### src/verilog/scr_pkg.sv
// Constants for the device-wide control word decoder.
// Assumes a 29-bit serial command word, shifted in most significant bit first.
`default_nettype none
package scr_pkg;
    localparam int CMD_WIDTH = 29;
    localparam int CTRL_WIDTH = 22;
    localparam int RW_BIT = 28;
    localparam int ADDR_HI = 27;
    localparam int ADDR_LO = 22;
    localparam logic [5:0] CTRL_ADDR = 6'h00;
    localparam int CLAMP_HI = 21;
    localparam int CLAMP_LO = 18;
    localparam int CMP_OUT_HI = 17;
    localparam int CMP_OUT_LO = 14;
    localparam int CMP_POWER_BIT = 13;
    localparam int GROUND_PIN_BIT = 12;
    localparam int GUARD_ALARM_BIT = 11;
    localparam int CLAMP_ALARM_BIT = 10;
    localparam int SENSE_SHORT_BIT = 9;
    localparam int GUARD_EN_BIT = 8;
    localparam int GAIN_HI = 7;
    localparam int GAIN_LO = 6;
    localparam int THERMAL_EN_BIT = 5;
    localparam int THERMAL_HI = 4;
    localparam int THERMAL_LO = 3;
    localparam int LATCHED_ALARM_BIT = 2;
    localparam int USED_LO = 2;
    localparam logic [CTRL_WIDTH-1:0] CTRL_RESET = 22'h000000;
    localparam logic [5:0] BIT_COUNT_MAX = 6'h1e;
endpackage
`default_nettype wire

### src/verilog/scr_control_decode.sv
// Device-wide control word: serial command capture, decode, storage, readback.
// Assumes the serial pins are asynchronous to clk; per-channel writes come from
// logic on clk.
// How it works
// - Zero channel and target bits select control word
// - One control word shared by all channels
// - Top command bit: zero writes, one reads back
// - Data bits 21:18 set clamp enables 3:0
// - Clamp enables follow most recent writer, per-channel write winning a same-cycle tie
// - Bits 17:14 comparator output enables, reset off
// - Remaining fields laid out at bits 13:2
// - Data bits 1:0 are ignored
// - One in output enable drives comparator output
// - Comparator power off at reset, bit 13
`timescale 1ns/100ps
`default_nettype none
module scr_control_decode (
    input wire logic clk,
    input wire logic reset,
    input wire logic serialClock,
    input wire logic frameSelect_n,
    input wire logic serialDataIn,
    input wire logic [3:0] chanClampWrite,
    input wire logic [3:0] chanClampData,
    input wire logic [3:0] chanCmpOutWrite,
    input wire logic [3:0] chanCmpOutData,
    output logic serialDataOut,
    output logic serialDataOutEnable,
    output logic [scr_pkg::CTRL_WIDTH-1:0] ctrlWord,
    output logic [3:0] clampEn,
    output logic [3:0] cmpOutEn,
    output logic comparatorPower,
    output logic groundPinPerChannel,
    output logic guardAlarmRoute,
    output logic clampAlarmRoute,
    output logic senseShortSelect,
    output logic guardEnable,
    output logic [1:0] measureGain,
    output logic thermalShutdownEnable,
    output logic [1:0] thermalThreshold,
    output logic latchedAlarm
);
    import scr_pkg::*;

    // ****************************************
    // Pin synchronisers and edge detection
    // ****************************************
    logic [2:0] sclkSync;
    logic [2:0] frameSync;
    logic [1:0] sdiSync;

    always_ff @(posedge clk or posedge reset) begin
        if (reset) begin
            sclkSync <= 3'h0;
            frameSync <= 3'h7;
            sdiSync <= 2'h0;
        end else begin
            sclkSync <= {sclkSync[1:0], serialClock};
            frameSync <= {frameSync[1:0], frameSelect_n};
            sdiSync <= {sdiSync[0], serialDataIn};
        end
    end

    logic inFrame;
    logic sclkFall;
    logic frameStart;
    logic frameEnd;
    assign inFrame = ~frameSync[1];
    assign sclkFall = sclkSync[2] & ~sclkSync[1] & inFrame;
    assign frameStart = frameSync[2] & ~frameSync[1];
    assign frameEnd = ~frameSync[2] & frameSync[1];

    // ****************************************
    // Command capture
    // ****************************************
    logic [CMD_WIDTH-1:0] cmdWord;
    logic [5:0] bitCount;

    always_ff @(posedge clk or posedge reset) begin
        if (reset) begin
            cmdWord <= '0;
            bitCount <= 6'h00;
        end else if (frameStart) begin
            bitCount <= 6'h00;
        end else if (sclkFall) begin
            cmdWord <= {cmdWord[CMD_WIDTH-2:0], sdiSync[1]};
            if (bitCount != BIT_COUNT_MAX)
                bitCount <= bitCount + 6'h01;
        end
    end

    logic wordComplete;
    logic ctrlSelected;
    logic applyWrite;
    logic applyRead;
    assign wordComplete = frameEnd && (bitCount == 6'(CMD_WIDTH));
    assign ctrlSelected = cmdWord[ADDR_HI:ADDR_LO] == CTRL_ADDR;
    assign applyWrite = wordComplete && ctrlSelected && !cmdWord[RW_BIT];
    assign applyRead = wordComplete && ctrlSelected && cmdWord[RW_BIT];

    // ****************************************
    // Control word storage
    // ****************************************
    logic [CTRL_WIDTH-1:0] next_ctrlWord;

    always_comb begin
        next_ctrlWord = ctrlWord;
        if (applyWrite)
            next_ctrlWord = {cmdWord[CTRL_WIDTH-1:USED_LO], 2'h0};
        for (int i = 0; i < 4; i++) begin
            if (chanClampWrite[i])
                next_ctrlWord[CLAMP_LO+i] = chanClampData[i];
            if (chanCmpOutWrite[i])
                next_ctrlWord[CMP_OUT_LO+i] = chanCmpOutData[i];
        end
    end

    // Single copy for the whole device
    always_ff @(posedge clk or posedge reset) begin
        if (reset)
            ctrlWord <= CTRL_RESET;
        else
            ctrlWord <= next_ctrlWord;
    end

    assign clampEn = ctrlWord[CLAMP_HI:CLAMP_LO];
    assign cmpOutEn = ctrlWord[CMP_OUT_HI:CMP_OUT_LO];
    assign comparatorPower = ctrlWord[CMP_POWER_BIT];
    assign groundPinPerChannel = ctrlWord[GROUND_PIN_BIT];
    assign guardAlarmRoute = ctrlWord[GUARD_ALARM_BIT];
    assign clampAlarmRoute = ctrlWord[CLAMP_ALARM_BIT];
    assign senseShortSelect = ctrlWord[SENSE_SHORT_BIT];
    assign guardEnable = ctrlWord[GUARD_EN_BIT];
    assign measureGain = ctrlWord[GAIN_HI:GAIN_LO];
    assign thermalShutdownEnable = ctrlWord[THERMAL_EN_BIT];
    assign thermalThreshold = ctrlWord[THERMAL_HI:THERMAL_LO];
    assign latchedAlarm = ctrlWord[LATCHED_ALARM_BIT];

    // ****************************************
    // Readback shifter
    // ****************************************
    logic [CMD_WIDTH-1:0] readShift;
    logic readPending;

    always_ff @(posedge clk or posedge reset) begin
        if (reset) begin
            readShift <= '0;
            readPending <= 1'b0;
            serialDataOut <= 1'b0;
            serialDataOutEnable <= 1'b0;
        end else if (applyRead) begin
            readShift <= {7'h00, ctrlWord};
            readPending <= 1'b1;
            serialDataOutEnable <= 1'b0;
            serialDataOut <= 1'b0;
        end else if (frameStart && readPending) begin
            serialDataOut <= readShift[CMD_WIDTH-1];
            readShift <= {readShift[CMD_WIDTH-2:0], 1'b0};
            serialDataOutEnable <= 1'b1;
        end else if (sclkFall && serialDataOutEnable) begin
            serialDataOut <= readShift[CMD_WIDTH-1];
            readShift <= {readShift[CMD_WIDTH-2:0], 1'b0};
        end else if (frameEnd) begin
            readPending <= 1'b0;
            serialDataOutEnable <= 1'b0;
            serialDataOut <= 1'b0;
        end
    end

    // ****************************************
    // Checks
    // ****************************************
    logic noChanWrite;
    assign noChanWrite = (chanClampWrite == 4'h0) && (chanCmpOutWrite == 4'h0);

    a_clamp_from_word: assert property (@(posedge clk) disable iff (reset)
        applyWrite && noChanWrite |=> clampEn == $past(cmdWord[CLAMP_HI:CLAMP_LO]))
        else $error("clamp enables not taken from command");
    a_cmp_out_from_word: assert property (@(posedge clk) disable iff (reset)
        applyWrite && noChanWrite |=> cmpOutEn == $past(cmdWord[CMP_OUT_HI:CMP_OUT_LO]))
        else $error("comparator output enables not taken from command");
    a_field_layout: assert property (@(posedge clk) disable iff (reset)
        applyWrite |=> ctrlWord[CMP_POWER_BIT:USED_LO] == $past(cmdWord[CMP_POWER_BIT:USED_LO]))
        else $error("field layout mismatch");
    a_unused_bits_zero: assert property (@(posedge clk) disable iff (reset)
        ctrlWord[1:0] == 2'h0)
        else $error("unused bits stored");
    a_other_addr_ignored: assert property (@(posedge clk) disable iff (reset)
        wordComplete && !ctrlSelected && noChanWrite |=> $stable(ctrlWord))
        else $error("write to other address changed control word");
    a_read_loads_word: assert property (@(posedge clk) disable iff (reset)
        applyRead && noChanWrite |=> readShift[CTRL_WIDTH-1:0] == $past(ctrlWord)
            && $stable(ctrlWord) ##1 readPending)
        else $error("readback not loaded");
    a_chan_clamp_write: assert property (@(posedge clk) disable iff (reset)
        (chanClampWrite != 4'h0) |=>
            ((clampEn ^ $past(chanClampData)) & $past(chanClampWrite)) == 4'h0)
        else $error("per-channel clamp write lost");
    a_chan_cmp_write: assert property (@(posedge clk) disable iff (reset)
        (chanCmpOutWrite != 4'h0) |=>
            ((cmpOutEn ^ $past(chanCmpOutData)) & $past(chanCmpOutWrite)) == 4'h0)
        else $error("per-channel comparator enable write lost");
    a_short_word_dropped: assert property (@(posedge clk) disable iff (reset)
        frameEnd && (bitCount != 6'(CMD_WIDTH)) && noChanWrite |=> $stable(ctrlWord))
        else $error("incomplete word applied");
    a_write_needs_word: assert property (@(posedge clk) disable iff (reset)
        !wordComplete && noChanWrite |=> $stable(ctrlWord))
        else $error("control word changed without a complete command");
    a_cmp_power_from_word: assert property (@(posedge clk) disable iff (reset)
        applyWrite |=> comparatorPower == $past(cmdWord[CMP_POWER_BIT]))
        else $error("comparator power not taken from command");
    a_read_drive_on: assert property (@(posedge clk) disable iff (reset)
        frameStart && readPending |=> serialDataOutEnable
            && serialDataOut == $past(readShift[CMD_WIDTH-1]))
        else $error("readback not driven at frame start");
    a_read_bit_shift: assert property (@(posedge clk) disable iff (reset)
        sclkFall && serialDataOutEnable |=> serialDataOut == $past(readShift[CMD_WIDTH-1]))
        else $error("readback bit out of order");
    a_read_drive_off: assert property (@(posedge clk) disable iff (reset)
        frameEnd |=> !serialDataOutEnable && !serialDataOut)
        else $error("readback still driven after frame end");
endmodule
`default_nettype wire

### config.mk
export PLATFORM = sky130hd
export DESIGN_NAME = scr_control_decode
export DESIGN_NICKNAME = d
export VERILOG_FILES = /design/src/verilog/scr_pkg.sv /design/src/verilog/scr_control_decode.sv
export SDC_FILE = /design/constraint.sdc
export NUM_CORES = 1
export LEC_CHECK = 0
export BUFFER_PORTS_ARGS = -buffer_cell sky130_fd_sc_hd__buf_4
export CAP_MARGIN = 30
export CORE_ASPECT_RATIO = 0.5
export CORE_MARGIN = 5
export CORE_UTILIZATION = 63
export CTS_BUF_LIST = sky130_fd_sc_hd__clkbuf_8
export CTS_CLUSTER_SIZE = 8
export DETAILED_ROUTE_END_ITERATION = 16
export MAX_ROUTING_LAYER = met4
export PLACE_DENSITY = 0.85
export SLEW_MARGIN = 10
export SYNTH_ARGS = -nofsm -noshare
export SYNTH_HDL_FRONTEND = slang
export SYNTH_SLANG_ARGS = --single-unit
### constraint.sdc
create_clock -name clk -period 4.3 [get_ports clk]
set_input_delay 0.215 -clock clk [delete_from_list [all_inputs] [get_ports clk]]
set_output_delay 0.215 -clock clk [all_outputs]
set_load 0.01 [all_outputs]
== Word level (Yosys, flattened, before mapping) ==
Index checks and enable logic that the tools add are counted.
Cells by class
  equality and inequality tests: 5
  mux-type cells: 24
  bitwise logic cells: 8
  reductions and logical operators: 26
  $add $sub $neg: 1
Operator list (number)
  two-way mux 29 bit: 3
  two-way mux 22 bit: 1
  nonzero test 2 bit: 11
  two-way mux 6 bit: 3
  two-way mux 1 bit: 17
  adder 6 x 1 -> 6 bit (second input constant): 1
  == test 6 x 5 -> 1 bit (second input constant): 1
  logical AND 1 bit: 6
  logical NOT 6 bit: 1
  inequality test 6 x 5 -> 1 bit (second input constant): 1
  AND reduction 2 bit: 3
  nonzero test 3 bit: 2
  bitwise AND 1 bit: 4
  inequality test 2 bit (second input constant): 2
  inverter 1 bit: 4
  nonzero test 4 bit: 1
  inequality test 3 bit (second input constant): 1
  AND reduction 3 bit: 1
  logical NOT 1 bit: 1
Storage, ports and cells
  input port bits: 21
  word-level logic and storage cells: 82
  output and inout bits: 44
  bits in registers: 95

== Depth between registers and ports, before layout ==
Gate-level depths: netlist of the first run.
  depth after elaboration: 7
  depth in mapped cells: 8
  mapped depth without buffers: 6

== Worst setup path before layout of the first run ==
OpenSTA, ideal clock, no wires.
  kind: register to register
  start: register bitCount[1]
  end: register ctrlWord[10] (netlist bit)
  path buffers: 2
  period minus slack after synthesis: 1835 ps
  setup time: 125 ps
  stages on the path, launching flop included: 8
  required time: 4175 ps
  data arrival time: 1711 ps
  path slack: 2465 ps
  path through: dfrtp_1 inv_1 ha_1 nor4b_1 and4_1 buf_2 buf_4 mux2_2
On the way
  cells in the longest elaborated chain, start to end: 4
RTL lines
  from (decl): line scr_control_decode.sv:77  | logic [5:0] bitCount;
  from (signal assigned): line scr_control_decode.sv:88  | bitCount <= bitCount + 6'h01;
  == test 6 x 5 -> 1 bit: line scr_control_decode.sv:96  | assign wordComplete = frameEnd && (bitCount == 6'(CMD_WIDTH));
  logical AND 1 bit: line scr_control_decode.sv:96
  logical AND 1 bit (2 in series): line scr_control_decode.sv:98  | assign applyWrite = wordComplete && ctrlSelected && !cmdWord[RW_BIT];
  to (signal assigned): line scr_control_decode.sv:123  | ctrlWord <= next_ctrlWord;
  to (decl): line scr_control_decode.sv:29  | output logic [scr_pkg::CTRL_WIDTH-1:0] ctrlWord,
No other way between the ends.
A chain may end at the register's enable or synchronous reset.

== Final worst setup path of the first run ==
  start: register bitCount[1]
  end: register ctrlWord[12] (netlist bit)
The elaborated chain is that of the path after synthesis.

==> results of run 1 <==
-- state kept, by name, summed over array words and instances, names as in the netlist --
name	flops
cmdWord	29
readShift	27
ctrlWord	20
bitCount	6
frameSync	3
sclkSync	3
sdiSync	2
readPending	1
serialDataOut	1
serialDataOutEnable	1
-- how the worst min path moves through the flow --
stage	start	end	slack [ps]	depth (start not counted)
after floorplan	frameSelect_n	frameSync[0]$_DFF_PP1_	220	0
after global placement	serialDataIn	sdiSync[0]$_DFF_PP0_	320	1
after detailed placement	serialClock	sclkSync[0]$_DFF_PP0_	330	1
after CTS	chanClampWrite[1]	ctrlWord[19]$_DFFE_PP0P_	2	2
after global routing	chanClampWrite[1]	ctrlWord[19]$_DFFE_PP0P_	0.8	2
final	chanCmpOutWrite[0]	ctrlWord[14]$_DFFE_PP0P_	10	2
-- kinds of logic (layout without fill, tap and decap cells) --
logic type,count (synthesis),after routing,synth area share
flip-flops,93,93,0.578
multiplexers,74,74,0.196
AND/OR/NAND/NOR,61,61,0.0695
buffers and inverters,46,96,0.0776
AO/OA/AOI/OAI,38,38,0.0577
XOR/XNOR,5,5,0.0109
adder cells (fa/ha/maj),3,3,0.00931
other,1,2,0.000930
-- stage by stage --
stage | total power [mW] | hold WS (ps) | worst slack, ps
6_report | 1.62 | 13.4 | 1860
5_1_grt | 1.68 | 0.840 | 1780
4_1_cts | 1.63 | 2.37 | 1890
3_5_place_dp | 1.06 | 325 | 1970
3_3_place_gp | 1.05 | 325 | 1830
2_1_floorplan | 1.01 | 219 | 1670
-- power by group through the flow --
| stage | Clock [mW] | Sequential [mW] | Combinational, mW |
|---|---|---|---|
| 6_report | 0.570 | 0.931 | 0.115 |
| 5_1_grt | 0.619 | 0.936 | 0.129 |
| 4_1_cts | 0.579 | 0.931 | 0.117 |
| 3_5_place_dp | 0 | 0.949 | 0.113 |
| 3_3_place_gp | 0 | 0.946 | 0.107 |
| 2_1_floorplan | 0 | 0.942 | 0.0719 |
-- layout by cell type, fill, tap and decap left out, types with 2 or more instances in the layout --
master	Yosys	routed
nor2b_1	2	2
nand3_1	4	4
and4_1	2	2
conb_1	1	2
mux2i_1	34	34
clkinv_2	0	3
clkinvlp_4	0	2
buf_4	24	65
nor4b_1	2	2
inv_1	7	7
dlygate4sd3_1	0	5
clkbuf_8	0	9
a211oi_1	4	4
dfstp_2	3	3
ha_1	3	3
nor2_1	13	13
mux2_2	40	40
xnor2_1	5	5
dfrtp_1	90	90
nand2_1	32	32
o21ai_1	8	8
o21ai_0	23	23
-- final cells by class --
class                   instances  area [um^2]
clock buffers                   9          124
repair buffers                 73          601
flip-flops and latches         93         2330
clock inverters                 7         67.6
fillers                       385         1470
well taps                      88          110
multi-input cells             183         1400
inverters                       7         27.5
-- per-layer routing --
| metal | track usage | vias to the layer above |
|---|---|---|
| met4 | 0.0579 | 0 |
| met3 | 0.0797 | 6 |
| met1 | 0.241 | 1231 |
| met5 | - | - |
| li1 | - | 1166 |
| met2 | 0.348 | 54 |
-- timing repair --
action / 4_1_cts / 5_1_grt
hold buffers: 4 / 1
setup buffers: 0 / 0
gates resized for setup: 0 / 0
hold endpoints to repair: 46 / 1
==> run_results.csv, run 1 <==
group,metric,value,unit
logic_synthesis,synth_flop_cell,"dfrtp_1",
sta,hold_viol,0,
placement,dp_hpwl,4.99,mm
logic_synthesis,async_flop_share,1.00,
setup_path,cp.depth,6,
route,wl_met2,3.73,mm
sta,fmax,0.410,GHz
logic_synthesis,synth-seq-area-share,0.578,
power_and_ir_drop,clkPwrFrac,0.353,
clock_network,numClockSinks,93,
clock_network,cts.clk_slew.worst_paths,90,ps
logic_synthesis,synth_top_cell_area_share,0.558,
setup_path,critPathMaxStageDelay,690,ps
clock_network,ctsHtreeMaxLevel,3,
clock_network,cts_buffer_depth,2,
sta,final.period_utilization,0.567,
logic_synthesis,ys_warn_count,0,
global_routing,track_usage,0.209,
placement,io_buffers,62,
clock_network,cts-buffers-inserted,9,
clock_network,insertion_delay,370,ps
logic_synthesis,netlist_instances,321,
setup_path,reg2reg_from,"bitCount[1]$_DFFE_PP0P_",
setup_path,crit_path_end_kind,"register",
route,wl_met1,3.19,mm
global_routing,grt_pass1_wl,12.5,mm
setup_path,worstReg2RegEnd,"ctrlWord[12]$_DFFE_PP0P_",
logic_synthesis,synth_edf_count,0,
run_status,status,"finished clean",
sta,max_slew_margin,0.489,
hold_path,hold_path_class,"in -> reg",
logic_synthesis,synth_area_leaders,"dfrtp_1 56%, mux2_2 11%, mux2i_1 8.4%",
logic_synthesis,yosys.area.top_type,"dfrtp_1",
setup_path,slowest_stage,"and4_1",
logic_synthesis,syn_area,4030,um^2
cells_and_area,nets,391,
setup_path,worstPathCellList,"inv_1 > ha_1 > nor4b_1 > and4_1 > buf_8 > mux2_2",
cells_and_area,diodes,0,
setup_path,critPathKind,"reg -> reg",
floorplan,die-height,66.6,um
run,maxCapViolCount,0,
global_routing,grt_max_degree,49,
sta,tightest_slew,766,ps
power_and_ir_drop,ir_drop,0.297,mV
route,routed.top_layer,"met4",
power_and_ir_drop,pwr-share-comb,0.071,
logic_synthesis,synth_most_common_cell,"dfrtp_1",
cells_and_area,layout.cells.non_filler,460,
power_and_ir_drop,p_int,1.23,mW
route,drtAntennaViolNets,0,
route,drc,0,
logic_synthesis,syn_avg_cell_area,12.6,um^2
logic_synthesis,yosys.cell_types.count,30,
floorplan,row_count,20,
setup_path,setup.worst_path.end,"ctrlWord[12]$_DFFE_PP0P_",
cells_and_area,final_area,4660,um^2
global_routing,grt_pass1_vias,2555,
setup_path,cp.arrival,2700,ps
route,wl_met3,366,um
cells_and_area,drive_gt1_frac,0.349,
clock_network,cts_tree,"done",
sta,fin_setup_tns,0,ps
route,via_per_inst,5.34,
power_and_ir_drop,switchingPower,0.388,mW
cells_and_area,fin_util,0.761,
power_and_ir_drop,power.leakage,2.42,nW
floorplan,die_area,8200,um^2
setup_path,reg2reg_depth,6,
logic_synthesis,synth_seq_cells,93,
placement,place_congestion,0.717,
floorplan,core,6130,um^2
global_routing,grt_antenna_before_repair,0,
sta,rsz0062_at_grt,"false",
placement,place_inst,439,
sta,period_minus_slack,2440,ps
sta,final.setup_skew,10.3,ps
setup_path,crit_family,"simple AND/OR/NAND/NOR gates",
setup_path,path_buf_inv,2,
setup_path,start_kind,"register",
cells_and_area,area_growth,15.7,%
route,drt_iter0_markers,135,
floorplan,die_w,123,um
global_routing,gr-total-overflow,0,
sta,final-setup-viol-count,0,
route,vias,2457,
setup_path,rrSetupSlack,1860,ps
floorplan,io_pins,65,
floorplan,start_util,0.658,
logic_synthesis,ys_top_cells_by_count,"90 x dfrtp_1, 40 x mux2_2, 34 x mux2i_1",
sta,drv_slew,0,
power_and_ir_drop,powerDensity,347,nW/um^2
setup_path,path_max_fanout,11,
route,wl,7.35,mm
route,dr.pass1.iters,4,
power_and_ir_drop,p_sw_frac,0.240,
setup_path,cp-startpoint,"bitCount[1]$_DFFE_PP0P_",
clock_network,cts-root-buf,"clkbuf_8",
route,wire_per_inst,16.0,um
setup_path,worstPathRequired,4560,ps
placement,dpl_cell_area,4420,um^2
power_and_ir_drop,seq_power_share,0.576,
Note: power is estimated with default switching activity, not from simulation.
==> run 2, diff against run 1 <==
ABC_AREA = 1   (was unset)
CORE_UTILIZATION = 54   (was 63)
PLACE_DENSITY = 0.76   (was 0.85)
clock period = 2.01 ns   (was 4.3 ns; I/O delays follow)
==> run_results.csv, run 2 <==
group,metric,value,unit
run_status,status,"finished clean",
global_routing,track_usage,0.200,
route,drt_iter0_markers,264,
placement,io_buffers,62,
cells_and_area,final_common_cell,"nand2_1",
power_and_ir_drop,seq_power_share,0.534,
cells_and_area,regArea,2330,um^2
setup_path,path_max_fanout,32,
clock_network,cts_tree,"done",
sta,final.setup_skew,6.31,ps
power_and_ir_drop,ir_drop,0.493,mV
cells_and_area,largest_register,"cmdWord",
power_and_ir_drop,power,4.02,mW
power_and_ir_drop,power.leakage,2.78,nW
floorplan,die_area,10400,um^2
sta,max_slew_margin,0.555,
logic_synthesis,synth_edf_count,0,
power_and_ir_drop,powerDensity,754,nW/um^2
cells_and_area,largest_reg_flops,29,
logic_synthesis,synth_top_cell_area_share,0.499,
run,maxCapViolCount,0,
route,wl,9.19,mm
global_routing,grt_max_degree,42,
logic_synthesis,yosys.area.top_type,"dfrtp_1",
power_and_ir_drop,clkPwrFrac,0.346,
logic_synthesis,yosys.cell_types.count,30,
cells_and_area,diodes,0,
floorplan,die_w,139,um
route,wire_per_inst,13.2,um
route,drc,0,
cells_and_area,fill_cells,648,
clock_network,cts-buffers-inserted,9,
cells_and_area,drive_gt1_frac,0.232,
placement,place_ws,297,ps
global_routing,grt_pass1_vias,3417,
logic_synthesis,syn_area,4510,um^2
power_and_ir_drop,p_sw_frac,0.261,
setup_path,critPathKind,"reg -> reg",
floorplan,core,8060,um^2
placement,dp_hpwl,6.12,mm
logic_synthesis,syn_avg_cell_area,8.81,um^2
setup_path,crit_path_end_kind,"register",
sta,drv_slew,0,
logic_synthesis,synth_seq_cells,93,
cells_and_area,nets,602,
sta,hold_viol,0,
sta,setup_ws,279,ps
logic_synthesis,async_flop_share,1.00,
route,via_per_inst,4.94,
clock_network,ctsResizeCount,0,
route,vias,3435,
sta,fmax,0.578,GHz
cells_and_area,area_growth,18.2,%
cells_and_area,layout_common_cells,"159 x nand2_1, 90 x dfrtp_1, 73 x buf_4",
floorplan,die-height,74.6,um
power_and_ir_drop,p_int,2.97,mW
logic_synthesis,synth_area_leaders,"dfrtp_1 50%, nand2_1 13%, nand3_1 5.9%",
setup_path,worstPathRequired,2260,ps
clock_network,insertion_delay,370,ps
clock_network,cts.clk_slew.worst_paths,90,ps
power_and_ir_drop,switchingPower,1.05,mW
global_routing,grt_pass1_wl,15.9,mm
placement,place_congestion,0.845,
clock_network,cts_buffer_depth,2,
sta,final-setup-viol-count,0,
route,drtAntennaViolNets,0,
floorplan,start_util,0.560,
global_routing,grt_antenna_before_repair,0,
sta,rsz0062_at_grt,"false",
logic_synthesis,netlist_instances,512,
sta,fin_setup_tns,0,ps
logic_synthesis,synth_most_common_cell,"nand2_1",
logic_synthesis,synth-seq-area-share,0.517,
sta,tightest_slew,666,ps
floorplan,row_count,23,
logic_synthesis,ys_top_cells_by_count,"159 x nand2_1, 90 x dfrtp_1, 59 x inv_1",
global_routing,gr-total-overflow,0,
logic_synthesis,ys_warn_count,0,
route,dr.pass1.iters,4,
floorplan,io_pins,65,
sta,final.period_utilization,0.861,
clock_network,numClockSinks,93,
clock_network,ctsHtreeMaxLevel,3,
logic_synthesis,synth_flop_cell,"dfrtp_1",
cells_and_area,top_regs,"cmdWord: 29 flops, readShift: 27 flops, ctrlWord: 20 flops",
sta,period_minus_slack,1730,ps
setup_path,start_kind,"register",
setup_path,cp.arrival,1980,ps
cells_and_area,multiInputGateArea,1600,um^2
hold_path,hold_path_class,"in -> reg",
clock_network,cts-root-buf,"clkbuf_8",
power_and_ir_drop,pwr-share-comb,0.120,
run 2: kinds of logic (layout without fill, tap and decap cells):
kind of cell,after synthesis,after routing,share of synthesized area
fa+ha+maj,3,3,0.00832
compound gates,39,39,0.0552
xor+xnor,2,2,0.00388
mux,13,13,0.0324
simple gates,254,254,0.253
flops,93,93,0.517
other cells,1,2,0.000831
buf+inv,107,177,0.129
run 2: power groups by stage:
stage | clock network [mW] | logic [mW] | registers, mW
after global placement | 0 | 0.438 | 2.18
after global routing | 1.50 | 0.541 | 2.17
after CTS | 1.42 | 0.489 | 2.15
final | 1.39 | 0.484 | 2.15
after detailed placement | 0 | 0.455 | 2.18
after floorplan | 0 | 0.320 | 2.15
run 2: final cells by class:
type                    instances  area share
multi-input cells             313       0.300
clock inverters                 6      0.0162
clock buffers                  10      0.0258
flip-flops and latches         93       0.437
repair buffers                 96       0.148
inverters                      65      0.0469
well taps                     112      0.0263
run 2: stage by stage:
stage / util / area (um^2) / std cells / hold slack [ps]
after floorplan: - / 4520 / 513 / 105
after global placement: 0.607 / 4890 / 657 / 209
after detailed placement: 0.607 / 4890 / 657 / 211
after CTS: 0.662 / 5340 / 695 / 2.46
after global routing: 0.662 / 5340 / 695 / 24.3
final: 0.662 / 5340 / 695 / 27.1
run 2: repair_timing:
item	4_1_cts	5_1_grt
setup buffers	0	0
endpoints found under the hold margin	38	0
hold buffers	22	0
run 2: critical path, cell delays in order, from the launching register on:
cell and delay, ps:
dfrtp_1 420, inv_1 100, ha_1 170, inv_1 40, nor2_1 130, nand3_2 110, nor2_4 130, nand2_4 260
nand3_2 150, nand3_1 100
run 2: worst paths after layout:
| path | from | to | slack, ps | cells after the start |
|---|---|---|---|---|
| setup reg to reg | bitCount[1]$_DFFE_PP0P_ | ctrlWord[20]$_DFFE_PP0P_ | 280 | 9 |
| hold reg to reg | sdiSync[0]$_DFF_PP0_ | sdiSync[1]$_DFF_PP0_ | 360 | 0 |
| setup / recovery | bitCount[1]$_DFFE_PP0P_ | ctrlWord[20]$_DFFE_PP0P_ | 280 | 9 |
| hold / removal | chanCmpOutWrite[2] | ctrlWord[16]$_DFFE_PP0P_ | 30 | 4 |
| min in group asynchronous | reset | ctrlWord[13]$_DFFE_PP0P_ | 370 | 3 |
| max in group asynchronous | reset | frameSync[2]$_DFF_PP1_ | 950 | 4 |
run 2: layer usage:
layer | routed length [um] | GRT usage
met4 | 87 | 0.0510
met2 | 4530 | 0.333
met3 | 360 | 0.0590
met1 | 4210 | 0.247
met5 | 0 | -
